[src/adcs_params.svh]
`ifndef ADCS_PARAMS_SVH
`define ADCS_PARAMS_SVH

// Result width and code limits
`define ADCS_RES_BITS 14
`define ADCS_CODE_MAX 16'h3fff
`define ADCS_CODE_MIN 16'h0000

// Clock rate and conversion time; the cycle count is rounded down as a longest time
`define ADCS_CLK_MHZ 250
`define ADCS_CONV_TIME_NS 1600
`define ADCS_CONV_CYC ((`ADCS_CONV_TIME_NS * `ADCS_CLK_MHZ) / 1000)

// Falling edges per frame, plain and with the leading start bit
`define ADCS_BITS_PLAIN 4'he
`define ADCS_BITS_BUSY 4'hf

// Result buffer depth
`define ADCS_FIFO_DEPTH 4

// Synchroniser bit positions for the pin inputs
`define ADCS_SYN_CNV 0
`define ADCS_SYN_SDI 1
`define ADCS_SYN_SCK 2

`endif

[src/adcs_pkg.sv]
package adcs_pkg;

  // Converter phase, Gray coded along acquire, convert, push, read
  typedef enum logic [1:0] {
    ST_ACQ  = 2'b00,
    ST_CONV = 2'b01,
    ST_PUSH = 2'b11,
    ST_READ = 2'b10
  } adcs_state_t;

  // Interface mode picked at each convert strobe rising edge that starts a conversion
  typedef enum logic {
    MODE_CHAIN = 1'b0,
    MODE_CS    = 1'b1
  } adcs_mode_t;

endpackage

[src/adcs_stream_if.sv]
`timescale 1ns/1ns
// Valid/ready word stream between the converter core and its result buffer
interface adcs_stream_if #(
  parameter int WIDTH = 14
);
  logic valid;
  logic ready;
  logic [WIDTH-1:0] data;

  modport src (output valid, output data, input ready);
  modport snk (input valid, input data, output ready);
endinterface

[src/adcs_fifo.sv]
`timescale 1ns/1ns
// Small synchronous FIFO with honest full and empty
module adcs_fifo #(
  parameter int WIDTH = 14,
  parameter int DEPTH = 4
) (
  input wire logic clk_in,
  input wire logic rst_in,
  adcs_stream_if.snk in_s,
  adcs_stream_if.src out_s
);
  localparam int AW = (DEPTH > 1) ? $clog2(DEPTH) : 1;

  logic [WIDTH-1:0] mem_ff [DEPTH];
  logic [AW-1:0] wr_ptr_ff, nxt_wr_ptr;
  logic [AW-1:0] rd_ptr_ff, nxt_rd_ptr;
  logic [AW:0] count_ff, nxt_count;
  logic do_push, do_pop;

  // Pointer wrap shared by both ends
  function automatic logic [AW-1:0] bump(input logic [AW-1:0] p);
    bump = (p == AW'(DEPTH - 1)) ? '0 : AW'(p + 1'b1);
  endfunction

  assign in_s.ready = (count_ff != (AW+1)'(DEPTH));
  assign out_s.valid = (count_ff != '0);
  assign out_s.data = mem_ff[rd_ptr_ff];
  assign do_push = in_s.valid && in_s.ready;
  assign do_pop = out_s.valid && out_s.ready;

  // Next pointers and fill level
  always_comb begin
    nxt_wr_ptr = do_push ? bump(wr_ptr_ff) : wr_ptr_ff;
    nxt_rd_ptr = do_pop ? bump(rd_ptr_ff) : rd_ptr_ff;
    nxt_count = count_ff;
    if (do_push && !do_pop) begin
      nxt_count = count_ff + 1'b1;
    end else if (do_pop && !do_push) begin
      nxt_count = count_ff - 1'b1;
    end
  end

  // Storage has no reset; only the pointers and fill count need a known start
  always_ff @(posedge clk_in) begin
    if (do_push) begin
      mem_ff[wr_ptr_ff] <= in_s.data;
    end
    if (rst_in) begin
      wr_ptr_ff <= '0;
      rd_ptr_ff <= '0;
      count_ff <= '0;
    end else begin
      wr_ptr_ff <= nxt_wr_ptr;
      rd_ptr_ff <= nxt_rd_ptr;
      count_ff <= nxt_count;
    end
  end
endmodule

[src/adcs_core.sv]
`timescale 1ns/1ns
`include "adcs_params.svh"
// Summary of operation
// - Convert strobe rise samples select pin: high picks select mode, low chain mode.
// - Select pin tied to convert strobe always resolves to chain mode.
// - Optional start bit ahead of the result acts as a busy flag.
// - Select mode: busy enabled if strobe or select pin is low at conversion end.
// - Chain mode: busy enabled if shift clock is high at the strobe rise.
// - Converter powers down after every conversion; power follows conversion rate.
// - Chain mode uses the select pin as cascade input, shifting like a register.
// - Three-wire select mode uses strobe, shift clock and output; strobe frames readback.
// - Four-wire select mode uses the select pin to frame readback independently.
// - Strobe rise starts a conversion and floats the output; internal clock finishes.
// - Result leaves MSB first on falling edges; floats on deselect, and in select mode also after the 14th (15th with busy).
// - Straight binary 0000 to 3fff, clamped at both ends.
// - With busy enabled, output goes from float to low at conversion end.
module adcs_core #(
  parameter int CONV_CYC = `ADCS_CONV_CYC,
  parameter int FIFO_DEPTH = `ADCS_FIFO_DEPTH
) (
  input wire logic mclk_in,
  input wire logic rst_in,
  input wire logic convert_strobe_in,
  input wire logic serial_in_select_in,
  input wire logic shift_clk_in,
  input wire logic [15:0] sample_level_in,
  output logic serial_result_out_out,
  output logic serial_result_oe_out,
  output logic powered_down_out,
  output logic chain_mode_out
);
  localparam int RB = `ADCS_RES_BITS;

  // Pin synchronisers: stage one feeds stage two only, stage three gives edges
  logic [2:0] sync1_ff, sync2_ff, sync3_ff;
  always_ff @(posedge mclk_in) begin
    if (rst_in) begin
      sync1_ff <= 3'h0;
      sync2_ff <= 3'h0;
      sync3_ff <= 3'h0;
    end else begin
      sync1_ff <= {shift_clk_in, serial_in_select_in, convert_strobe_in};
      sync2_ff <= sync1_ff;
      sync3_ff <= sync2_ff;
    end
  end

  logic cnv_s, sdi_s, sck_s, sdi_prev, cnv_rise, sck_fall, sck_rise, selected;
  assign cnv_s = sync2_ff[`ADCS_SYN_CNV];
  assign sdi_s = sync2_ff[`ADCS_SYN_SDI];
  assign sck_s = sync2_ff[`ADCS_SYN_SCK];
  assign sdi_prev = sync3_ff[`ADCS_SYN_SDI];
  assign cnv_rise = cnv_s && !sync3_ff[`ADCS_SYN_CNV];
  assign sck_fall = !sck_s && sync3_ff[`ADCS_SYN_SCK];
  assign sck_rise = sck_s && !sync3_ff[`ADCS_SYN_SCK];
  // Select mode readback is framed by strobe low (3-wire) or select low (4-wire)
  assign selected = !(cnv_s && sdi_s);

  function automatic logic [RB-1:0] clamp_code(input logic [15:0] lvl);
    if (lvl[15]) begin
      clamp_code = RB'(`ADCS_CODE_MIN);
    end else if (lvl > `ADCS_CODE_MAX) begin
      clamp_code = RB'(`ADCS_CODE_MAX);
    end else begin
      clamp_code = lvl[RB-1:0];
    end
  endfunction

  adcs_stream_if #(.WIDTH(RB)) push_s ();
  adcs_stream_if #(.WIDTH(RB)) pop_s ();

  adcs_fifo #(.WIDTH(RB), .DEPTH(FIFO_DEPTH)) u_fifo (
    .clk_in(mclk_in),
    .rst_in(rst_in),
    .in_s(push_s),
    .out_s(pop_s)
  );

  adcs_pkg::adcs_state_t state_ff, nxt_state;
  adcs_pkg::adcs_mode_t mode_ff, nxt_mode;
  logic busy_en_ff, nxt_busy_en;
  logic [15:0] conv_cnt_ff, nxt_conv_cnt;
  logic [RB-1:0] held_ff, nxt_held;
  logic [RB:0] shreg_ff, nxt_shreg;
  logic [3:0] bits_ff, nxt_bits;
  logic loaded_ff, nxt_loaded;
  logic sel_seen_ff, nxt_sel_seen;
  logic sdi_cap_ff, nxt_sdi_cap;
  logic sdo_ff, nxt_sdo, oe_ff, nxt_oe, pwrdn_ff, nxt_pwrdn, chain_ff, nxt_chain;
  logic start, pop_load;

  // A new strobe rise is ignored while the converter is still busy
  assign start = cnv_rise && (state_ff != adcs_pkg::ST_CONV) && (state_ff != adcs_pkg::ST_PUSH);
  assign push_s.valid = (state_ff == adcs_pkg::ST_PUSH);
  assign push_s.data = held_ff;
  assign pop_s.ready = (state_ff == adcs_pkg::ST_READ) && !loaded_ff;
  assign pop_load = pop_s.ready && pop_s.valid;

  // Conversion sequencing and readback shifting
  always_comb begin
    nxt_state = state_ff;
    nxt_mode = mode_ff;
    nxt_busy_en = busy_en_ff;
    nxt_conv_cnt = conv_cnt_ff;
    nxt_held = held_ff;
    nxt_shreg = shreg_ff;
    nxt_bits = bits_ff;
    nxt_loaded = loaded_ff;
    nxt_sel_seen = sel_seen_ff;
    nxt_sdi_cap = sck_rise ? sdi_s : sdi_cap_ff;
    if (start) begin
      nxt_state = adcs_pkg::ST_CONV;
      nxt_conv_cnt = 16'(CONV_CYC - 1);
      nxt_held = clamp_code(sample_level_in);
      nxt_loaded = 1'b0;
      nxt_sel_seen = 1'b0;
      nxt_mode = sdi_prev ? adcs_pkg::MODE_CS : adcs_pkg::MODE_CHAIN;
      nxt_busy_en = !sdi_prev && sck_s;
    end else begin
      case (state_ff)
        adcs_pkg::ST_CONV: begin
          if (conv_cnt_ff == 16'h0000) begin
            nxt_state = adcs_pkg::ST_PUSH;
          end else begin
            nxt_conv_cnt = conv_cnt_ff - 16'h0001;
          end
        end
        adcs_pkg::ST_PUSH: begin
          // Stalls here while the buffer is full
          if (push_s.ready) begin
            nxt_state = adcs_pkg::ST_READ;
            if (mode_ff == adcs_pkg::MODE_CS) begin
              nxt_busy_en = selected;
            end
          end
        end
        adcs_pkg::ST_READ: begin
          if (pop_load) begin
            nxt_shreg = busy_en_ff ? {1'b0, pop_s.data} : {pop_s.data, 1'b0};
            nxt_bits = busy_en_ff ? `ADCS_BITS_BUSY : `ADCS_BITS_PLAIN;
            nxt_loaded = 1'b1;
          end else if (loaded_ff) begin
            if (mode_ff == adcs_pkg::MODE_CHAIN) begin
              if (!cnv_s) begin
                nxt_state = adcs_pkg::ST_ACQ;
              end else if (sck_fall) begin
                nxt_shreg = busy_en_ff ? {shreg_ff[RB-1:0], sdi_cap_ff}
                                       : {shreg_ff[RB-1:1], sdi_cap_ff, 1'b0};
              end
            end else begin
              nxt_sel_seen = sel_seen_ff || selected;
              if ((sel_seen_ff && !selected) || bits_ff == 4'h0) begin
                nxt_state = adcs_pkg::ST_ACQ;
              end else if (sck_fall && selected) begin
                nxt_shreg = {shreg_ff[RB-1:0], 1'b0};
                nxt_bits = bits_ff - 4'h1;
              end
            end
          end
        end
        default: begin
          nxt_state = adcs_pkg::ST_ACQ;
        end
      endcase
    end
  end

  // Pin and status outputs, computed ahead so each leaves a flip-flop
  always_comb begin
    nxt_sdo = nxt_shreg[RB];
    nxt_oe = 1'b0;
    if (nxt_state == adcs_pkg::ST_READ && nxt_loaded) begin
      if (mode_ff == adcs_pkg::MODE_CHAIN) begin
        nxt_oe = cnv_s;
      end else begin
        nxt_oe = (nxt_bits != 4'h0) && (busy_en_ff || selected);
      end
    end
    nxt_pwrdn = (nxt_state != adcs_pkg::ST_CONV) && (nxt_state != adcs_pkg::ST_PUSH);
    nxt_chain = (nxt_mode == adcs_pkg::MODE_CHAIN);
  end

  always_ff @(posedge mclk_in) begin
    if (rst_in) begin
      state_ff <= adcs_pkg::ST_ACQ;
      mode_ff <= adcs_pkg::MODE_CS;
      busy_en_ff <= 1'b0;
      conv_cnt_ff <= 16'h0000;
      held_ff <= 14'h0000;
      shreg_ff <= 15'h0000;
      bits_ff <= 4'h0;
      loaded_ff <= 1'b0;
      sel_seen_ff <= 1'b0;
      sdi_cap_ff <= 1'b0;
      sdo_ff <= 1'b0;
      oe_ff <= 1'b0;
      pwrdn_ff <= 1'b1;
      chain_ff <= 1'b0;
    end else begin
      state_ff <= nxt_state;
      mode_ff <= nxt_mode;
      busy_en_ff <= nxt_busy_en;
      conv_cnt_ff <= nxt_conv_cnt;
      held_ff <= nxt_held;
      shreg_ff <= nxt_shreg;
      bits_ff <= nxt_bits;
      loaded_ff <= nxt_loaded;
      sel_seen_ff <= nxt_sel_seen;
      sdi_cap_ff <= nxt_sdi_cap;
      sdo_ff <= nxt_sdo;
      oe_ff <= nxt_oe;
      pwrdn_ff <= nxt_pwrdn;
      chain_ff <= nxt_chain;
    end
  end

  assign serial_result_out_out = sdo_ff;
  assign serial_result_oe_out = oe_ff;
  assign powered_down_out = pwrdn_ff;
  assign chain_mode_out = chain_ff;

  // Checks on mode choice, busy, framing and power
  property p_mode_pick;
    @(posedge mclk_in) disable iff (rst_in)
    start |=> (mode_ff == ($past(sdi_prev) ? adcs_pkg::MODE_CS : adcs_pkg::MODE_CHAIN));
  endproperty
  a_mode_pick: assert property (p_mode_pick) else $error("mode not taken from select");

  property p_tied_chain;
    @(posedge mclk_in) disable iff (rst_in)
    start && sdi_s && !sdi_prev |=> chain_mode_out;
  endproperty
  a_tied_chain: assert property (p_tied_chain) else $error("tied select not chain");

  property p_chain_busy;
    @(posedge mclk_in) disable iff (rst_in)
    start && !sdi_prev |=> busy_en_ff == $past(sck_s);
  endproperty
  a_chain_busy: assert property (p_chain_busy) else $error("chain busy not from clock");

  property p_cs_busy;
    @(posedge mclk_in) disable iff (rst_in)
    state_ff == adcs_pkg::ST_PUSH && push_s.ready && mode_ff == adcs_pkg::MODE_CS && !start
      |=> busy_en_ff == $past(selected);
  endproperty
  a_cs_busy: assert property (p_cs_busy) else $error("select busy wrong at end");

  property p_float_start;
    @(posedge mclk_in) disable iff (rst_in)
    start |=> !oe_ff [*2];
  endproperty
  a_float_start: assert property (p_float_start) else $error("output driven at start");

  property p_power;
    @(posedge mclk_in) disable iff (rst_in)
    $rose(state_ff == adcs_pkg::ST_READ) |-> pwrdn_ff ##1 pwrdn_ff || start;
  endproperty
  a_power: assert property (p_power) else $error("not powered down after conversion");

  property p_last_bit;
    @(posedge mclk_in) disable iff (rst_in)
    state_ff == adcs_pkg::ST_READ && mode_ff == adcs_pkg::MODE_CS && loaded_ff && !start
      && sck_fall && selected && bits_ff == 4'h1 && sel_seen_ff |=> !oe_ff && bits_ff == 4'h0;
  endproperty
  a_last_bit: assert property (p_last_bit) else $error("output not floated after last bit");

  property p_busy_low;
    @(posedge mclk_in) disable iff (rst_in)
    pop_load && busy_en_ff && !start |=> oe_ff && !sdo_ff;
  endproperty
  a_busy_low: assert property (p_busy_low) else $error("busy start bit not low");

  property p_cascade;
    @(posedge mclk_in) disable iff (rst_in)
    state_ff == adcs_pkg::ST_READ && mode_ff == adcs_pkg::MODE_CHAIN && loaded_ff && cnv_s
      && sck_fall && !start |=> (busy_en_ff ? shreg_ff[0] : shreg_ff[1]) == $past(sdi_cap_ff);
  endproperty
  a_cascade: assert property (p_cascade) else $error("cascade bit not shifted in");

  c_cs_read: cover property (@(posedge mclk_in) disable iff (rst_in)
    mode_ff == adcs_pkg::MODE_CS && bits_ff == 4'h1 ##1 bits_ff == 4'h0);
  c_chain_busy: cover property (@(posedge mclk_in) disable iff (rst_in)
    chain_mode_out && busy_en_ff && oe_ff);
  c_fifo_stall: cover property (@(posedge mclk_in) disable iff (rst_in)
    state_ff == adcs_pkg::ST_PUSH && !push_s.ready);
endmodule

[config.mk]
export PLATFORM = sky130hd
export DESIGN_NAME = adcs_core
export DESIGN_NICKNAME = d
export VERILOG_FILES = /design/src/adcs_pkg.sv /design/src/adcs_stream_if.sv /design/src/adcs_fifo.sv /design/src/adcs_core.sv
export VERILOG_INCLUDE_DIRS = /design/src
export SDC_FILE = /design/constraint.sdc
export NUM_CORES = 1
export LEC_CHECK = 0
export ABC_AREA = 1
export BUFFER_PORTS_ARGS = -buffer_cell sky130_fd_sc_hd__buf_2
export CORE_ASPECT_RATIO = 0.7
export CORE_MARGIN = 2
export CORE_UTILIZATION = 50
export CTS_CLUSTER_SIZE = 40
export DETAILED_ROUTE_END_ITERATION = 8
export GPL_TIMING_DRIVEN = 0
export PLACE_DENSITY_LB_ADDON = 0.25
export SYNTH_ARGS = -nofsm -noshare
export SYNTH_HDL_FRONTEND = slang
export SYNTH_SLANG_ARGS = --single-unit
[constraint.sdc]
create_clock -name mclk_in -period 5.07 [get_ports mclk_in]
set_input_delay 0.507 -clock mclk_in [delete_from_list [all_inputs] [get_ports mclk_in]]
set_output_delay 0.507 -clock mclk_in [all_outputs]
set_load 0.03 [all_outputs]
# --- Word level (Yosys, flattened, before mapping) ---
# Memories as Yosys holds them, arrays and structs flattened. A register that Yosys moved wholly into a read port is not among the register bits.
# Cells that the tools add are included.
word_totals:
  output_inout_bits: 4
  ram_bits: 56
  reg_bits: 75
  in_bits: 21
  n_memories: 1
  elab_cells: 144
classes:
  mux: 49
  magnitude_cmp: 1
  bitwise: 5
  n_eq_ne: 14
  n_addsub: 6
  reduce_logical: 47
mem_list:
  columns: ["memory", "words", "width", "rd", "rd_clocked_by_memory_dff", "write_ports", "line", "text"]
  rows:
  - ["u_fifo.mem_ff", 4, 14, 1, 1, 1, "adcs_fifo.sv:14", "logic [WIDTH-1:0] mem_ff [DEPTH];"]
op_table:
  columns: ["operator", "count"]
  rows:
  - ["$mux 15", 8]
  - ["$mux 14", 2]
  - ["$mux 4", 7]
  - ["$mux 9", 3]
  - ["$mux 2", 13]
  - ["$logic_and 1x1->1", 17]
  - ["$gt 16x14->1 const B", 1]
  - ["$logic_not 16->1", 1]
  - ["$sub 16x1->16 const B", 1]
  - ["$mux 1", 13]
  - ["$reduce_bool 2->1", 6]
  - ["$eq 2x2->1 const B", 5]
  - ["$reduce_bool 3->1", 3]
  - ["$logic_not 1->1", 8]
  - ["$reduce_and 7->1", 1]
  - ["$mux 3", 2]
  - ["$ne 2x2->1 const B", 3]
  - ["$pmux 2 s3", 1]
  - ["$not 1->1", 5]
  - ["$add 2x1->2 const B", 2]
  - ["$logic_not 4->1", 1]
  - ["$ne 2x1->1 const B", 2]
  - ["$reduce_and 2->1", 2]
  - ["$reduce_and 4->1", 1]
  - ["11 further kinds", 14]

# --- Depth between registers and ports, before layout ---
depth:
  word_depth: 13
  depth_mapped: 13
  depth_no_buf: 13

# --- Hierarchy ---
# A second synthesis with hierarchy kept.
hier_totals:
  cells_unflattened: 713
  area_unflattened_um2: 6022.0
by_module_without_submodules:
  columns: ["module", "cells_each", "n_inst", "area_each_um2", "seq_area_each_um2"]
  rows:
  - ["adcs_core", 509, 1, 3425.8, 1361.3]
  - ["adcs_fifo", 204, 1, 2596.2, 1861.8]

# --- Least setup slack after synthesis ---
# OpenSTA, ideal clock, no wires.
synth_timing:
  path_kind: "register to register"
  from: "register u_fifo.count_ff[0]"
  to: "register u_fifo.count_ff[2]"
  n_path_buf: 1
  arrival_time_ps: 2053
  path_stages_with_launch: 12
  setup_ps: 122
  setup_slack_ps: 2895
  synth_period_minus_slack_ps: 2175
  required_time_ps: 4948
  cell_sequence: "dfxtp_1 -> nor3_1 -> nor2_4 -> inv_4 -> buf_2 -> ha_1 -> inv_1 -> fa_1 -> a21oi_1 -> o21ai_0 -> o21ai_0 -> a21oi_1"
synth_via:
  elab_chain_len: 5
  elab_cells_between_ends: 13
  cone_classes: "add/sub: 2; eq/ne: 1; mux: 2; reduce/logical: 8"
synth_lines:
  columns: ["element", "line", "text"]
  rows:
  - ["start: declaration", "adcs_fifo.sv:17", "logic [AW:0] count_ff, nxt_count;"]
  - ["start signal: assignment", "adcs_fifo.sv:55", "count_ff <= nxt_count;"]
  - ["parallel branches: the longest is 5 deep, another holds $sub 3x1->3", null, null]
# Parallel ways; which one is timed is not known. The select of a mux whose other input is x is not followed.
# A chain may end at the register's enable or synchronous reset.

# --- Worst setup path in the final report ---
layout_timing:
  from: "register state_ff[0]"
  to: "memory u_fifo.mem_ff[1][11], enable pin"
layout_via:
  elab_chain_len: 4
layout_lines:
  columns: ["element", "line", "text"]
  rows:
  - ["start: declaration", "adcs_core.sv:79", "adcs_pkg::adcs_state_t state_ff, nxt_state;"]
  - ["start signal: assignment", "adcs_core.sv:185", "state_ff <= adcs_pkg::ST_ACQ;"]
  - ["start signal: assignment", "adcs_core.sv:200", "state_ff <= nxt_state;"]
  - ["$eq 2x2->1", "adcs_core.sv:94", "assign push_s.valid = (state_ff == adcs_pkg::ST_PUSH);"]
  - ["$logic_and 1x1->1", "adcs_fifo.sv:28", "assign do_push = in_s.valid && in_s.ready;"]
  - ["named net u_fifo.do_push", "adcs_fifo.sv:18", "logic do_push, do_pop;"]
  - ["$mux 1", "adcs_fifo.sv:45", "if (do_push) begin"]
  - ["$mux 1 (implied by the code)", "adcs_fifo.sv:46", "mem_ff[wr_ptr_ff] <= in_s.data;"]
  - ["end: declaration", "adcs_fifo.sv:14", null]
# The timed path passes the listed nets, and every way through them passes these cells.

==> flow_summary_export.csv <==
group,metric,value,unit
power_and_ir_drop,p_sw,574.1,uW
timing,worstMarginPinSlew,1296,ps
floorplanning,die_w,131.0,um
critical_path,crit_start,"state_ff[0]$_SDFF_PP0_",
critical_path,critPathRequiredTime,5090,ps
clock_network,cts_tree,"built",
power_and_ir_drop,combPwrFrac,6.6,%
route,viasPerCell,5.364,
synthesis,synth_ff_type,"dfxtp_1",
global_route,grt_pass1_wl,20.54,mm
synthesis,synth_top_area_share,29.77,%
floorplanning,dieHeight,92.93,um
place,portBuffers,23,
synthesis,yosysTopAreaCell,"edfxtp_1",
synthesis,synth_edf_count,56,
route,drtPass1Iterations,5,
global_route,grt.total_usage,22.20,%
power_and_ir_drop,clockPowerShare,46.4,%
floorplanning,coreArea,11010,sq um
power_and_ir_drop,p_int,1.873,mW
critical_path,end_kind,"register",
critical_path,crit_type,"reg2reg",
timing,hold_violations,0,
synthesis,yosysUniqueCellTypes,43,
power_and_ir_drop,swShare,23.46,%
floorplanning,row_count,32,
clock_network,path_clk_slew,60,ps
clock_network,hold_buffers,0,
synthesis,synth_common_cells,"82 x nand2_1, 77 x dfxtp_1, 74 x nor2_1, 68 x o21ai_0, 58 x inv_1",
final_layout,drive_gt1_share,12.33,%
route,drt_iter0_drc,363,
power_and_ir_drop,p_per_area,375.5,nW/um^2
critical_path,endpoint,"u_fifo.mem_ff[1][11]$_DFFE_PP_",
synthesis,netlist_area,5649,sq um
critical_path,regToRegSetupSlack,2090,ps
critical_path,reg2reg_from,"state_ff[0]$_SDFF_PP0_",
synthesis,ys_async_sr_fraction,0,%
global_route,grt_overflow,0,
run_status,status,"finished clean",
clock_network,clkLatencyLatePin,410,ps
clock_network,postCtsSetupRepairBufs,0,
timing,fin_crit,2980,ps
power_and_ir_drop,leakagePower,2.518,nW
min_path,hp-class,"in2reg",
synthesis,yosysMostFrequentCell,"nand2_1",
synthesis,avgSynthCellArea,9.156,sq um
critical_path,cp.arrival,3000,ps
place,dp_hpwl,8.587,mm
clock_network,clockBufferDepth,2,
run,max_cap_viol_count,0,
route,wirelength,12.44,mm
place,place.gp.congestion,0.8926,
critical_path,crit_fanout,14,
timing,setup_violations,0,
final_layout,antenna_cells,0,
global_route,grt_max_degree,17,
global_route,grt_pass1_vias,4158,
synthesis,yosysWarnings,0,
clock_network,cts_made_buffers,17,
global_route,antenna_found_initial,0,
timing,rsz0062_at_grt,"false",
timing,min_period_over_period,58.78,%
synthesis,seq_area_frac_synth,57.05,%
timing,hold-worst-slack,295.6,ps
clock_network,clockRootBuffer,"clkbuf_16",
synthesis,synth_cells,617,
final_layout,nets,690,
floorplanning,die-area,12180,sq um
power_and_ir_drop,sequentialPowerShare,47.0,%
clock_network,cts.sinks,133,
critical_path,ff2ff_path_depth,4,
timing,fmax,0.3355,GHz
timing,drv_slew,0,
route,dr_total_vias,4431,
critical_path,r2r-end,"u_fifo.mem_ff[1][11]$_DFFE_PP_",
floorplanning,start_util,51.31,%
clock_network,cts_resized,0,
route,wl_per_cell,15.06,um
synthesis,synthTopCellsByArea,"edfxtp_1 30%, dfxtp_1 27%, o21ai_0 6.0%",
timing,slew_headroom,13.27,%
final_layout,syn2layout_area_growth,15.37,%
power_and_ir_drop,ir_worst_vdd,0.2689,mV
timing,setup_tns,0,ps
synthesis,synth_seq_cells,133,
synthesis,syn-num-nets,647,
clock_network,ctsHtreeMaxLevel,4,
route,drc,0,
floorplanning,io-pin-count,25,
route,antenna_left,0,
critical_path,start_kind,"register",
timing,skew,10.60,ps
==> critical path, stage by stage (launching register included) <==
cell,delay (ps)
dfxtp_1,440
inv_1,140
nor3_1,780
inv_2,190
nor2_1,1020
==> flip-flops by register name, indices dropped and copies added (netlist names), 2 cells and up, named ones only <==
signal,flops
u_fifo.rd_ptr_ff,2
bits_ff,4
u_fifo.wr_ptr_ff,2
sync3_ff,3
conv_cnt_ff,16
u_fifo.mem_ff,56
state_ff,2
sync1_ff,3
u_fifo.count_ff,3
held_ff,14
sync2_ff,3
shreg_ff,15
==> through the flow <==
stage | area (sq um) | cells | util [%] | total power [mW] | setup slack, ps
4_1_cts | 6507 | 825 | 59.10 | 2.458 | 2036
3_3_place_gp | 5956 | 793 | 54.09 | 1.327 | 2164
3_5_place_dp | 5956 | 793 | 54.09 | 1.331 | 2097
5_1_grt | 6518 | 826 | 59.19 | 2.542 | 1983
2_1_floorplan | 5649 | 617 | - | 1.287 | 2895
6_report | 6518 | 826 | 59.19 | 2.447 | 2090
==> power by group through the flow <==
stage,clock [mW],combinational (mW),sequential (mW)
after floorplan,0,0.118,1.17
after detailed placement,0,0.160,1.17
final,1.14,0.161,1.15
after CTS,1.15,0.161,1.15
after global placement,0,0.156,1.17
after global routing,1.20,0.185,1.15
==> cell usage in the layout (no fill, tap or decap), types with 17 or more instances in the layout <==
cell       count
buf_2         31
nand3_1       24
inv_1         58
nand2_1       82
a31oi_1       19
edfxtp_1      56
nor2_1        73
o21ai_0       68
dfxtp_1       77
clkbuf_16     17
a21oi_1       27
==> cells by family after synthesis <==
family                   Yosys count  share of synthesized area, %
AND/OR/NAND/NOR                  212                         16.61
AO/OA/AOI/OAI                    165                         16.41
flip-flops                       133                         57.05
buffers and inverters             92                         6.866
adder cells (fa/ha/maj)            9                         2.126
XOR/XNOR                           6                        0.9302
==> area by class of cell <==
cell class / count / area [sq um]
plain buffers: 27 / 141.4
clock buffers: 20 / 446.7
clock inverters: 12 / 105.1
fillers: 949 / 4493
inverters: 65 / 246.5
multi-input cells: 392 / 2041
flip-flops and latches: 133 / 3223
well taps: 153 / 191.4
repair buffers: 24 / 122.6
==> per-layer routing <==
metal  part of all wire, %  global-route usage [%]  routed length, um
met1                    50                   33.47               6257
met2                    42                   31.78               5231
met3                   6.8                   5.373                844
met4                  0.82                   5.940                102
met5                     0                       0                  0
==> how the worst min path moves through the flow <==
stage,slack (ps),cells after the start,endpoint,from
finish,300,3,sync1_ff[0]$_SDFF_PP0_,convert_strobe_in
global route,290,3,sync1_ff[0]$_SDFF_PP0_,convert_strobe_in
CTS,290,3,sync1_ff[0]$_SDFF_PP0_,convert_strobe_in
detailed placement,400,2,sync2_ff[1]$_SDFF_PP0_,sync1_ff[1]$_SDFF_PP0_
global placement,400,2,sync2_ff[0]$_SDFF_PP0_,sync1_ff[0]$_SDFF_PP0_
floorplan,390,2,sync2_ff[0]$_SDFF_PP0_,sync1_ff[0]$_SDFF_PP0_
Note: power is estimated with default switching activity, not from simulation.
